--- config.mk ---
export PLATFORM = sky130hd
export DESIGN_NAME = gudc_top
export DESIGN_NICKNAME = d
export VERILOG_FILES = /design/src/rtl/gudc_top.v /design/src/rtl/gudc_compare.v
export VERILOG_INCLUDE_DIRS = /design/src /design/src/rtl
export SDC_FILE = /design/constraint.sdc
export NUM_CORES = 1
export LEC_CHECK = 0
export BUFFER_PORTS_ARGS = -buffer_cell sky130_fd_sc_hd__buf_2
export CAP_MARGIN = 40
export CORE_UTILIZATION = 43
export DETAILED_ROUTE_END_ITERATION = 12
export PLACE_DENSITY_LB_ADDON = 0.3
export SLEW_MARGIN = 20
export SYNTH_ARGS = -nofsm -noshare
export SYNTH_HDL_FRONTEND = slang
export SYNTH_HIERARCHICAL = 1
export SYNTH_SLANG_ARGS = --single-unit
--- constraint.sdc ---
create_clock -name mclk -period 12.5 [get_ports mclk]
set_input_delay 1.25 -clock mclk [delete_from_list [all_inputs] [get_ports mclk]]
set_output_delay 1.25 -clock mclk [all_outputs]
set_load 0.1 [all_outputs]
--- src/rtl/gudc_defines.vh ---
/*
  Constants of the gated up/down counter with compare.
  Assumes inclusion by bare name from every design file of the block.
*/
//
// Behaviour
// Once, forward: pulse up at end-1 reloads load value and closes gate.
// Once, backward: pulse down at end+1 reloads load value, closes gate.
// Controller must raise gate edge after auto close; restart at load.
// Forward direction: count below lower limit; end -2^31+1..2^31-1.
// Backward direction: count above upper limit; end -2^31..2^31-2.
// Periodic, no direction: wrap at signed 32-bit limits and continue.
// Periodic forward: pulse up at end-1 reloads load, gate stays open.
// Periodic backward: pulse down at end+1 reloads load, gate open.
// Software gate opens on rising open bit, closes on rising close bit.
// Internal gate follows the software gate state.
// Auto-closed gate reopens only on a fresh rising open bit.
// Abort behaviour: reopening restarts from the load value.
// Interrupt behaviour: reopening resumes from the held count.
// Compare level flag changes only while compare output is enabled.
// At-or-above / at-or-below modes: flag follows relation; none: held.
// Equal mode sets on reaching value, from main direction if set.
// Level flag setting also sets latched flag until status clear.
// Hysteresis width 0..255; 0 or 1 disables; applies to all events.
// Width change takes effect only at next hysteresis activation.
// Condition met activates hysteresis; result frozen inside range.
// Interrupt record: event byte, input byte, 16-bit tick snapshot.
// Supply-missing diag only if diag enabled when supply was lost.
// Compare field: 000 none, 001 at/above, 010 at/below, 100 equal.
// Overflow/underflow flags sticky until status clear; raise irq.
// 32-bit two's-complement count, one step per pulse while open.
`ifndef GUDC_DEFINES_VH
`define GUDC_DEFINES_VH
`define GUDC_MODE_ONCE     2'h1
`define GUDC_MODE_PERIODIC 2'h2
`define GUDC_DIR_NONE      2'h0
`define GUDC_DIR_FWD       2'h1
`define GUDC_DIR_BWD       2'h2
`define GUDC_CMP_NONE      3'h0
`define GUDC_CMP_GE        3'h1
`define GUDC_CMP_LE        3'h2
`define GUDC_CMP_EQ        3'h4
`define GUDC_CNT_MAX       32'h7fffffff
`define GUDC_CNT_MIN       32'h80000000
`define GUDC_ONE           32'h00000001
`define GUDC_HYST_MIN      8'h02
`define GUDC_REG_EVENT     3'h2
`define GUDC_REG_INPUTS    3'h3
`define GUDC_REG_TICK      3'h4
`define GUDC_EVT_LIMIT     2
`define GUDC_EVT_CMP       3
`define GUDC_TICK_NS       1000
`define GUDC_CLK_NS        4
`endif

--- src/rtl/gudc_top.v ---
/*
  Gated 32-bit up/down counter with compare, sticky flags and a
  process interrupt record. Assumes count pulses and control bits are
  synchronous to mclk; the input track levels are asynchronous pins.
*/
`timescale 1ns/1ns
`include "gudc_defines.vh"
module gudc_top (
  mclk,
  rst,
  count_up,
  count_down,
  count_mode,
  main_dir,
  gate_interrupt,
  load_value,
  end_value,
  compare_value,
  compare_mode,
  hyst_width,
  gate_open_request,
  gate_close_request,
  compare_output_enabled,
  status_flags_clear,
  irq_enable,
  diag_enable,
  supply_ok,
  track_pins,
  reg_addr,
  reg_rdata,
  count_value,
  software_count_gate,
  compare_level_flag,
  compare_latched_flag,
  overflow_flag,
  underflow_flag,
  process_irq,
  diag_irq
);
  input         mclk;
  input         rst;
  input         count_up;
  input         count_down;
  input  [1:0]  count_mode;
  input  [1:0]  main_dir;
  input         gate_interrupt;
  input  [31:0] load_value;
  input  [31:0] end_value;
  input  [31:0] compare_value;
  input  [2:0]  compare_mode;
  input  [7:0]  hyst_width;
  input         gate_open_request;
  input         gate_close_request;
  input         compare_output_enabled;
  input         status_flags_clear;
  input         irq_enable;
  input         diag_enable;
  input         supply_ok;
  input  [2:0]  track_pins;
  input  [2:0]  reg_addr;
  output [15:0] reg_rdata;
  output [31:0] count_value;
  output        software_count_gate;
  output        compare_level_flag;
  output        compare_latched_flag;
  output        overflow_flag;
  output        underflow_flag;
  output        process_irq;
  output        diag_irq;

  localparam TICK_DIV = `GUDC_TICK_NS / `GUDC_CLK_NS;

  reg [31:0] count_reg;
  reg        gate_reg;
  reg        open_d_reg;
  reg        close_d_reg;
  reg        compare_latched_flag;
  reg        overflow_flag;
  reg        underflow_flag;
  reg        process_irq;
  reg        diag_irq;
  reg        supply_d_reg;
  reg [7:0]  event_reg;
  reg [7:0]  inputs_reg;
  reg [15:0] tick_reg;
  reg [15:0] tick_stamp_reg;
  reg [7:0]  tick_div_reg;
  reg [2:0]  pin_s1_reg;
  reg [2:0]  pin_s2_reg;
  reg [15:0] reg_rdata;
  reg [31:0] count_next;
  reg        gate_next;
  reg        limit_evt;
  reg        ovf_evt;
  reg        unf_evt;
  wire       open_edge;
  wire       close_edge;
  wire       step;
  wire       step_up;
  wire       level_set;

  assign count_value         = count_reg;
  assign software_count_gate = gate_reg;
  // One qualified pulse at a time
  assign step    = gate_reg && (count_up ^ count_down);
  assign step_up = count_up;

  // Rising edges of control bits
  assign open_edge  = gate_open_request && !open_d_reg;
  assign close_edge = gate_close_request && !close_d_reg;

  //////////////////////////////////////////////////////////////////////////
  always @* begin
    count_next = count_reg;
    gate_next  = gate_reg;
    limit_evt  = 1'b0;
    ovf_evt    = 1'b0;
    unf_evt    = 1'b0;
    if (step) begin
      if (step_up) begin
        count_next = count_reg + `GUDC_ONE;
      end else begin
        count_next = count_reg - `GUDC_ONE;
      end
      // Full-range wrap beyond a main direction
      if (step_up && count_reg == `GUDC_CNT_MAX) begin
        ovf_evt = 1'b1;
      end
      if (!step_up && count_reg == `GUDC_CNT_MIN) begin
        unf_evt = 1'b1;
      end
      // Forward end reached
      if (main_dir == `GUDC_DIR_FWD && step_up &&
          count_reg == end_value - `GUDC_ONE) begin
        count_next = load_value;
        limit_evt  = 1'b1;
        ovf_evt    = 1'b0;
      end
      // Backward end reached
      if (main_dir == `GUDC_DIR_BWD && !step_up &&
          count_reg == end_value + `GUDC_ONE) begin
        count_next = load_value;
        limit_evt  = 1'b1;
        unf_evt    = 1'b0;
      end
      // Once mode closes gate at end
      if (count_mode == `GUDC_MODE_ONCE &&
          (limit_evt || ovf_evt || unf_evt)) begin
        gate_next = 1'b0;
      end
    end
    // Internal gate follows software gate
    if (close_edge) begin
      gate_next = 1'b0;
    end
    // Only a fresh rising edge reopens
    if (open_edge && !gate_reg) begin
      gate_next = 1'b1;
      // Abort reloads, interrupt resumes
      if (!gate_interrupt) begin
        count_next = load_value;
      end
    end
  end

  //////////////////////////////////////////////////////////////////////////
  gudc_compare u_cmp (
    .mclk               (mclk),
    .rst                (rst),
    .count              (count_next),
    .step               (step),
    .step_up            (step_up),
    .compare_value      (compare_value),
    .compare_mode       (compare_mode),
    .main_dir           (main_dir),
    .hyst_width         (hyst_width),
    .enable             (compare_output_enabled),
    .level_set          (level_set),
    .compare_level_flag (compare_level_flag)
  );

  //////////////////////////////////////////////////////////////////////////
  always @(posedge mclk or posedge rst) begin
    if (rst) begin
      count_reg            <= 32'h00000000;
      gate_reg             <= 1'b0;
      open_d_reg           <= 1'b0;
      close_d_reg          <= 1'b0;
      compare_latched_flag <= 1'b0;
      overflow_flag        <= 1'b0;
      underflow_flag       <= 1'b0;
      process_irq          <= 1'b0;
      diag_irq             <= 1'b0;
      supply_d_reg         <= 1'b0;
      event_reg            <= 8'h00;
      inputs_reg           <= 8'h00;
      tick_reg             <= 16'h0000;
      tick_stamp_reg       <= 16'h0000;
      tick_div_reg         <= 8'h00;
      pin_s1_reg           <= 3'h0;
      pin_s2_reg           <= 3'h0;
    end else begin
      count_reg   <= count_next;
      gate_reg    <= gate_next;
      open_d_reg  <= gate_open_request;
      close_d_reg <= gate_close_request;
      pin_s1_reg  <= track_pins;
      pin_s2_reg  <= pin_s1_reg;
      // Microsecond ticker from a clock divider
      if (tick_div_reg == TICK_DIV[7:0] - 8'h01) begin
        tick_div_reg <= 8'h00;
        tick_reg     <= tick_reg + 16'h0001;
      end else begin
        tick_div_reg <= tick_div_reg + 8'h01;
      end
      // Latched flag, set wins over clear
      if (level_set) begin
        compare_latched_flag <= 1'b1;
      end else if (status_flags_clear) begin
        compare_latched_flag <= 1'b0;
      end
      // Sticky overflow and underflow
      if (ovf_evt) begin
        overflow_flag <= 1'b1;
      end else if (status_flags_clear) begin
        overflow_flag <= 1'b0;
      end
      if (unf_evt) begin
        underflow_flag <= 1'b1;
      end else if (status_flags_clear) begin
        underflow_flag <= 1'b0;
      end
      // Interrupt record snapshot
      process_irq <= 1'b0;
      if (irq_enable && (ovf_evt || unf_evt || limit_evt || level_set)) begin
        process_irq    <= 1'b1;
        event_reg      <= 8'h00;
        event_reg[`GUDC_EVT_LIMIT] <= ovf_evt | unf_evt | limit_evt;
        event_reg[`GUDC_EVT_CMP]   <= level_set;
        inputs_reg     <= {5'h00, pin_s2_reg};
        tick_stamp_reg <= tick_reg;
      end
      // Supply loss only with diag already on
      supply_d_reg <= supply_ok;
      diag_irq     <= supply_d_reg && !supply_ok && diag_enable;
    end
  end

  // Record read port, unmapped reads zero
  always @* begin
    case (reg_addr)
      `GUDC_REG_EVENT:  reg_rdata = {8'h00, event_reg};
      `GUDC_REG_INPUTS: reg_rdata = {8'h00, inputs_reg};
      `GUDC_REG_TICK:   reg_rdata = tick_stamp_reg;
      default:          reg_rdata = 16'h0000;
    endcase
  end
endmodule

--- src/rtl/gudc_compare.v ---
/*
  Comparison unit with hysteresis window for the counter.
  Assumes count updates arrive as single-cycle step pulses on mclk.
*/
`timescale 1ns/1ns
`include "gudc_defines.vh"
module gudc_compare (
  mclk,
  rst,
  count,
  step,
  step_up,
  compare_value,
  compare_mode,
  main_dir,
  hyst_width,
  enable,
  level_set,
  compare_level_flag
);
  input         mclk;
  input         rst;
  input  [31:0] count;
  input         step;
  input         step_up;
  input  [31:0] compare_value;
  input  [2:0]  compare_mode;
  input  [1:0]  main_dir;
  input  [7:0]  hyst_width;
  input         enable;
  output        level_set;
  output        compare_level_flag;

  reg        compare_level_flag;
  reg        hyst_active_reg;
  reg [31:0] hyst_lo_reg;
  reg [31:0] hyst_hi_reg;
  reg        cond;
  wire       in_window;
  wire       dir_ok;

  assign dir_ok = (main_dir == `GUDC_DIR_NONE) ||
                  (main_dir == `GUDC_DIR_FWD && step_up) ||
                  (main_dir == `GUDC_DIR_BWD && !step_up);
  assign in_window = ($signed(count) >= $signed(hyst_lo_reg)) &&
                     ($signed(count) <= $signed(hyst_hi_reg));

  // Condition per mode
  always @* begin
    case (compare_mode)
      `GUDC_CMP_GE: cond = $signed(count) >= $signed(compare_value);
      `GUDC_CMP_LE: cond = $signed(count) <= $signed(compare_value);
      `GUDC_CMP_EQ: cond = (count == compare_value) &&
                           (compare_level_flag || dir_ok);
      default:      cond = compare_level_flag;
    endcase
  end

  // Level changes only when unfrozen and enabled
  assign level_set = enable && step && !compare_level_flag && cond &&
                     !(hyst_active_reg && in_window) &&
                     compare_mode != `GUDC_CMP_NONE;

  //////////////////////////////////////////////////////////////////////////
  always @(posedge mclk or posedge rst) begin
    if (rst) begin
      compare_level_flag <= 1'b0;
      hyst_active_reg    <= 1'b0;
      hyst_lo_reg        <= 32'h00000000;
      hyst_hi_reg        <= 32'h00000000;
    end else if (step) begin
      // Frozen while inside window
      if (hyst_active_reg && in_window) begin
        hyst_active_reg <= 1'b1;
      end else begin
        hyst_active_reg <= 1'b0;
        // Gated by compare output enable
        if (enable && compare_mode != `GUDC_CMP_NONE) begin
          compare_level_flag <= cond;
        end
        // Window latched at activation only
        if (cond && !compare_level_flag && hyst_width >= `GUDC_HYST_MIN) begin
          hyst_active_reg <= 1'b1;
          hyst_lo_reg     <= count - {24'h000000, hyst_width};
          hyst_hi_reg     <= count + {24'h000000, hyst_width};
        end
      end
    end
  end
endmodule

== After elaboration in Yosys (flattened, before gate mapping) ==
Index checks and enable logic that the tools add are counted.

* Register bits: 158
* Bits of input ports: 129
* Output and inout bits: 55

* Add/sub/neg operators: 8
* $lt $le $gt $ge: 5
* Equal/unequal tests: 15
* Mux-type cells: 32
* Bitwise operators: 4
* Reductions and logical operators: 50

{| class="wikitable"
|+ Operators with widths
! operator !! count
|-
| 32-bit 2-to-1 mux || 6
|-
| 32-bit equality test || 3
|-
| 32-bit by 1-bit adder with 32-bit output, second input constant || 2
|-
| 32-bit greater-or-equal comparator || 2
|-
| 32-bit less-or-equal comparator || 2
|-
| 32-bit by 1-bit subtractor with 32-bit output, second input constant || 2
|-
| 16-bit case mux with 3 select lines || 1
|-
| 32-bit by 8-bit adder with 32-bit output || 1
|-
| 32-bit by 31-bit equality test with 1-bit output, second input constant || 1
|-
| 32-bit equality test, second input constant || 1
|-
| 32-bit by 8-bit subtractor with 32-bit output || 1
|-
| 1-bit logical AND || 25
|-
| 1-bit 2-to-1 mux || 23
|-
| 16-bit by 1-bit adder with 16-bit output, second input constant || 1
|-
| 3-bit by 2-bit equality test with 1-bit output, second input constant || 3
|-
| 3-bit nonzero test || 3
|-
| 8-bit by 1-bit adder with 8-bit output, second input constant || 1
|-
| 8-bit equality test, second input constant || 1
|-
| 8-bit by 2-bit greater-or-equal comparator with 1-bit output, second input constant || 1
|-
| 1-bit logical OR || 8
|-
| 8-bit 2-to-1 mux || 1
|-
| 1-bit logical NOT || 7
|-
| 3-bit equality test, second input constant || 2
|-
| 3-bit AND reduction || 2
|-
| 10 further kinds || 14
|}

== Depth between registers and ports, before layout ==
* Depth after elaboration: 17
* Gate-level depth with buffers: 28
* Mapped depth without buffers: 25

== By module ==
The synthesis kept the hierarchy.

{| class="wikitable"
|+ Modules (own cells, without submodules)
! module !! instances !! cells an instance !! area an instance (um2)
|-
| gudc_top || 1 || 910 || 7,931.4
|-
| gudc_compare || 1 || 805 || 6,442.4
|}

== Worst setup path before layout ==
No wires, ideal clock.

* Path kind: input-to-reg
* Start: in count_up
* End: reg u_cmp.hyst_lo_reg[9]
* Arrival time: 7,270 ps
* Setup slack: 5,106 ps
* Stages: 24
* Path through: clkbuf_1 inv_1 ha_1 o211ai_1 o211ai_1 and4_1 o21ai_0 a31o_2 o211a_1 or4b_2 o2111ai_1 nor3b_1 a221o_1 ha_1 nand4_1 nor4_1 and3_1 o2111ai_1 a21oi_1 a32oi_1 or3b_1 buf_2 clkbuf_1 o31a_1

* Word-level cells in the longest chain between the ends: 13

{| class="wikitable"
|+ RTL lines
! item !! line !! RTL
|-
| start, declared || gudc_top.v:42 || <nowiki>input count_up;</nowiki>
|-
| 1-bit logical AND or 1-bit logical NOT (tied branches) || gudc_top.v:133, gudc_top.v:140 ||
|-
| 1-bit logical AND, on equally long branches || n/a ||
|-
| 32-bit 2-to-1 mux or 1-bit logical AND (tied branches) || n/a ||
|-
| 32-bit 2-to-1 mux || gudc_top.v:140 || <nowiki>if (main_dir == `GUDC_DIR_BWD && !step_up &&</nowiki>
|-
| 32-bit 2-to-1 mux * || gudc_top.v:119 || <nowiki>if (step) begin</nowiki>
|-
| 32-bit 2-to-1 mux || gudc_top.v:160 || <nowiki>if (!gate_interrupt) begin</nowiki>
|-
| 32-bit 2-to-1 mux * || gudc_top.v:157 || <nowiki>if (open_edge && !gate_reg) begin</nowiki>
|-
| net count_next[31] || gudc_top.v:91 || <nowiki>reg [31:0] count_next;</nowiki>
|-
| parallel branches: the longest is 5 deep, another holds 32-bit less-or-equal comparator || n/a ||
|-
| 3-bit AND reduction (no line) * || n/a ||
|-
| end signal, assigned || gudc_compare.v:84 || <nowiki>hyst_lo_reg <= count - {24'h000000, hyst_width};</nowiki>
|-
| end, declared || gudc_compare.v:36 || <nowiki>reg [31:0] hyst_lo_reg;</nowiki>
|}

Mark *: on every way through the listed nets, which the timed path passes.
A chain may end at the register's enable or synchronous reset.

== Worst setup path after layout ==
* Start: in count_up
* End: reg tick_stamp_reg[2]

* Word-level cells in the longest chain between the ends: 15

{| class="wikitable"
|+ RTL lines
! item !! line !! RTL
|-
| 1-bit logical AND or 1-bit logical NOT (tied branches) || gudc_top.v:133, gudc_top.v:140 ||
|-
| 1-bit logical AND, on equally long branches || n/a ||
|-
| 32-bit 2-to-1 mux or 1-bit logical AND (tied branches) || n/a ||
|-
| 32-bit 2-to-1 mux || gudc_top.v:140 ||
|-
| 32-bit 2-to-1 mux * || gudc_top.v:119 ||
|-
| 32-bit 2-to-1 mux || gudc_top.v:160 ||
|-
| 32-bit 2-to-1 mux * || gudc_top.v:157 ||
|-
| net count_next[30] || gudc_top.v:91 ||
|-
| parallel branches: the longest is 4 deep, another holds 32-bit less-or-equal comparator || n/a ||
|-
| 1-bit logical AND * || gudc_compare.v:60 || <nowiki>assign level_set = enable && step && !compare_level_flag && cond &&</nowiki>
|-
| 1-bit logical AND (no line) * || n/a ||
|-
| net level_set || gudc_top.v:100 || <nowiki>wire level_set;</nowiki>
|-
| 1-bit logical OR * || gudc_top.v:235 || <nowiki>if (irq_enable && (ovf_evt || unf_evt || limit_evt || level_set)) begin</nowiki>
|-
| 1-bit logical AND * || gudc_top.v:235 ||
|-
| end signal, assigned || gudc_top.v:241 || <nowiki>tick_stamp_reg <= tick_reg;</nowiki>
|-
| end, declared || gudc_top.v:86 || <nowiki>reg [15:0] tick_stamp_reg;</nowiki>
|}

Mark *: on every way through the listed nets, which the timed path passes. The select of a mux whose other input is x is not followed.

==> impl_metrics.py <==
metrics = {
    "logic_synthesis": {
        "ys_seq_area_share_pct": 27.33,
        "syn-mean-instance-area_sq_um": 8.381,
        "syn_area_sq_mm": 0.01437,
        "postSynthCellCount": 1715,
        "synth_top_area_share_pct": 27.33,
        "synth_xor_area_share_pct": 9.871,
        "synth.most_common_cell": "dfrtp_1",
        "synthAdderAreaFrac_pct": 13.13,
        "synthTopCellsByCount": "157 x dfrtp_1, 148 x inv_1, 146 x ha_1",
        "synth_cell_types": 97,
        "synthArstFlopShare_pct": 100.0,
        "synth_edf_count": 0,
        "synthSimpleGateAreaFrac_pct": 22.55,
        "yosys_warnings": 6,
        "synth_flop_cell": "dfrtp_1",
        "synth_top_family_by_area": "simple AND/OR/NAND/NOR gates",
        "ys_seq_elements": 157,
        "synth_compound_area_share_pct": 18.10,
        "muxShareOfSynthArea_pct": 2.794,
        "syn_nets": 1993,
        "ys_top_cells_by_area": "dfrtp_1 27%, ha_1 13%, xnor2_1 6.1%",
        "yosysTopAreaCell": "dfrtp_1",
    },
    "pwr": {
        "p_leak_nw": 7.359,
        "pwr-share-clk_pct": 13.8,
        "power_density_mw_per_mm2": 230.2,
        "p_int_mw": 1.747,
        "power_frac_comb_pct": 63.9,
        "seqPwrFrac_pct": 22.3,
        "power_switching_mw": 2.012,
        "peakVddDrop_mv": 0.1222,
        "swShare_pct": 53.52,
    },
    "global_route": {
        "antenna_found_initial": 2,
        "grt_max_degree": 93,
        "grt_overflow": 0,
        "grt_pass1_wl_mm": 70.82,
        "grt_pass1_vias": 13152,
        "grt_use_total_pct": 27.06,
    },
    "detailed_routing": {
        "vias_per_cell": 5.824,
        "routedWlPerCell_um": 19.74,
        "drt_first_pass_iters": 5,
        "wl_mm": 45.96,
        "route.vias.total": 13558,
        "drt-initial-drc-count": 1027,
        "drcViolationCount": 0,
        "final_antenna_net_count": 0,
    },
    "critical_path": {
        "reg2reg_slack_ns": 5.08,
        "cp.required_ns": 12.82,
        "crit_fanout": 23,
        "worstSetupStartpointType": "primary input",
        "r2r_start": "count_value[0]$_DFF_PP0_",
        "end_kind": "flip-flop",
        "cp.arrival_ns": 8.66,
        "worstRegToRegCells": 20,
        "critical_path_class": "in2reg",
        "r2r_end": "u_cmp/hyst_lo_reg[5]$_DFFE_PP0P_",
    },
    "final_layout": {
        "final-seq-area_sq_mm": 0.003929,
        "final_cells": 2328,
        "num-fill-cells": 3230,
        "fin_nets": 2150,
        "drive_gt1_share_pct": 16.13,
        "area_delta_synth_final_pct": 13.61,
        "multi_input_area_sq_mm": 0.009558,
    },
    "sta": {
        "period_share_pct": 66.76,
        "rsz0062_at_grt": "false",
        "skew_ns": 0.01016,
        "finalCriticalPeriod_ns": 8.345,
        "setup_viol_count_final": 0,
        "final.setup.tns_ns": 0,
        "max_freq_ghz": 0.1198,
        "max-slew-margin-rel_pct": 45.46,
        "drv_slew": 0,
        "finalHoldViolations": 0,
        "worst_pin_slew_ns": 0.8180,
    },
    "clock_tree": {
        "cts_sinks": 157,
        "cts_setup_buffers": 0,
        "postCtsHoldBufs": 0,
        "clockBufferDepth": 2,
        "numCtsBuffers": 17,
        "clk_latency_ns": 0.44,
        "ctsResizeCount": 0,
        "htreeDepth": 4,
        "path_clk_slew_ns": 0.07,
        "cts_tree": "yes",
        "cts_root_buf": "clkbuf_16",
    },
    "place": {
        "place_congestion": 0.9365,
        "port-buffer-count": 183,
        "dp.cells": 2291,
        "dp_hpwl_mm": 35.90,
    },
    "die": {
        "coreArea_sq_mm": 0.03270,
        "die_w_um": 184.8,
        "die-height_um": 184.8,
        "std_cell_rows": 66,
        "io_pins": 184,
        "initial_core_util_pct": 43.95,
        "dieArea_sq_mm": 0.03416,
    },
    "hold_path": {
        "hold_class": "reg2reg",
        "hold_end": "pin_s2_reg[1]$_DFF_PP0_",
        "hold_path.startpoint": "pin_s1_reg[1]$_DFF_PP0_",
        "hold-path-cell-count": 0,
    },
    "outcome": {
        "status": "finished, final reports clean",
    },
    "run": {
        "cap_violations": 0,
    },
}
## stage by stage
| step | area [sq um] | hold slack (ns) | power, mW | util [%] | worst slack [ns] |
|---|---|---|---|---|---|
| 6_report | 16330 | 0.3460 | 3.760 | 49.94 | 4.155 |
| 3_3_place_gp | 15640 | 0.3320 | 3.174 | 47.82 | 3.753 |
| 3_5_place_dp | 15690 | 0.3355 | 3.203 | 47.96 | 3.572 |
| 4_1_cts | 16280 | 0.3463 | 3.737 | 49.78 | 4.018 |
| 5_1_grt | 16330 | 0.3541 | 4.038 | 49.93 | 3.733 |
| 2_1_floorplan | 14370 | 0.3312 | 2.581 | - | 5.106 |
## power groups by stage
stage | Combinational [mW] | Sequential, mW | Clock (mW)
6_report | 2.40 | 0.839 | 0.518
5_1_grt | 2.63 | 0.853 | 0.552
4_1_cts | 2.38 | 0.831 | 0.529
3_5_place_dp | 2.36 | 0.841 | 0
3_3_place_gp | 2.33 | 0.840 | 0
2_1_floorplan | 1.48 | 1.10 | 0
## cells in the final DEF, fill, tap and decap left out, types with 7 or more instances in the layout
master / synthesis / final
o211ai_1: 11 / 11
nor3b_1: 9 / 9
a211oi_1: 16 / 16
o2bb2ai_1: 9 / 9
ha_1: 146 / 146
buf_2: 13 / 184
a21oi_1: 99 / 99
nor3_1: 43 / 42
and4_1: 7 / 7
nand3_1: 47 / 47
inv_1: 148 / 146
o22a_1: 12 / 12
and3_1: 17 / 17
a21o_1: 15 / 15
a22oi_1: 7 / 7
xnor2_1: 100 / 100
xor2_1: 62 / 62
a221o_1: 7 / 7
or3_1: 19 / 19
nor2b_1: 16 / 16
mux2_4: 19 / 19
nor4_1: 33 / 33
nand4_1: 51 / 51
o21bai_1: 8 / 8
o21ai_0: 61 / 61
clkbuf_16: 0 / 17
buf_4: 2 / 19
nand2_1: 134 / 134
o21ai_1: 46 / 46
o31ai_1: 7 / 7
nor2_1: 121 / 121
and2_1: 21 / 21
a31oi_1: 27 / 27
o21a_1: 7 / 7
dfrtp_1: 157 / 157
nand2b_1: 18 / 18
## layout make-up
class / instances / area share (%)
Clock buffer: 17 / 2.605
Sequential cell: 157 / 24.06
Clock inverter: 15 / 1.034
Timing Repair Buffer: 207 / 6.927
Multi-Input combinational cell: 1340 / 58.53
Inverter: 149 / 3.440
Antenna cell: 1 / 0.01532
Tap cell: 442 / 3.387
## worst max-delay path by stage
stage	cells after the start	endpoint	startpoint	slack (ns)
4_1_cts	20	u_cmp/hyst_lo_reg[5]$_DFFE_PP0P_	end_value[0]	4.02
5_1_grt	27	tick_stamp_reg[6]$_DFFE_PP0P_	count_up	3.73
2_1_floorplan	24	u_cmp/hyst_lo_reg[9]$_DFFE_PP0P_	count_up	5.11
3_5_place_dp	20	u_cmp/hyst_lo_reg[5]$_DFFE_PP0P_	end_value[0]	3.57
6_report	27	tick_stamp_reg[2]$_DFFE_PP0P_	count_up	4.15
3_3_place_gp	20	u_cmp/hyst_lo_reg[5]$_DFFE_PP0P_	end_value[0]	3.75
## metal layers
metal / GRT usage (%) / wire [um] / vias to the layer above / share of wire, %
li1: - / - / 6487 / -
met1: 33.89 / 19270 / 6456 / 42
met2: 45.29 / 21780 / 488 / 47
met3: 3.991 / 2758 / 125 / 6.0
met4: 13.62 / 2145 / 2 / 4.7
met5: 0 / 9 / - / 0.020
## worst max-delay path: stages
cell	delay (ns)
buf_2	0.24
inv_1	0.26
buf_4	0.31
ha_1	0.42
a211oi_1	0.10
o21bai_1	0.21
o22ai_1	0.19
o21ai_0	0.49
a21oi_1	0.24
o311a_1	0.43
o311ai_0	0.38
a21oi_1	0.14
xnor2_1	0.14
a221o_1	0.49
ha_1	0.37
nand4_1	0.16
nor4_1	0.53
and3_1	0.29
o2111ai_1	0.12
a21oi_1	0.21
a32oi_1	0.13
nand2b_1	0.21
nor2_1	0.42
nand2_1	0.17
o221a_1	0.16
buf_4	0.25
mux2_4	0.33
## kinds of logic after synthesis
group | Yosys count
DFF | 157
and+or+nand+nor | 599
buffers and inverters | 218
muxes | 30
adders and majority gates | 149
AOI/OAI and AO/OA | 400
xor gates and xnor gates | 162
Power figures use the tool's default switching activity.
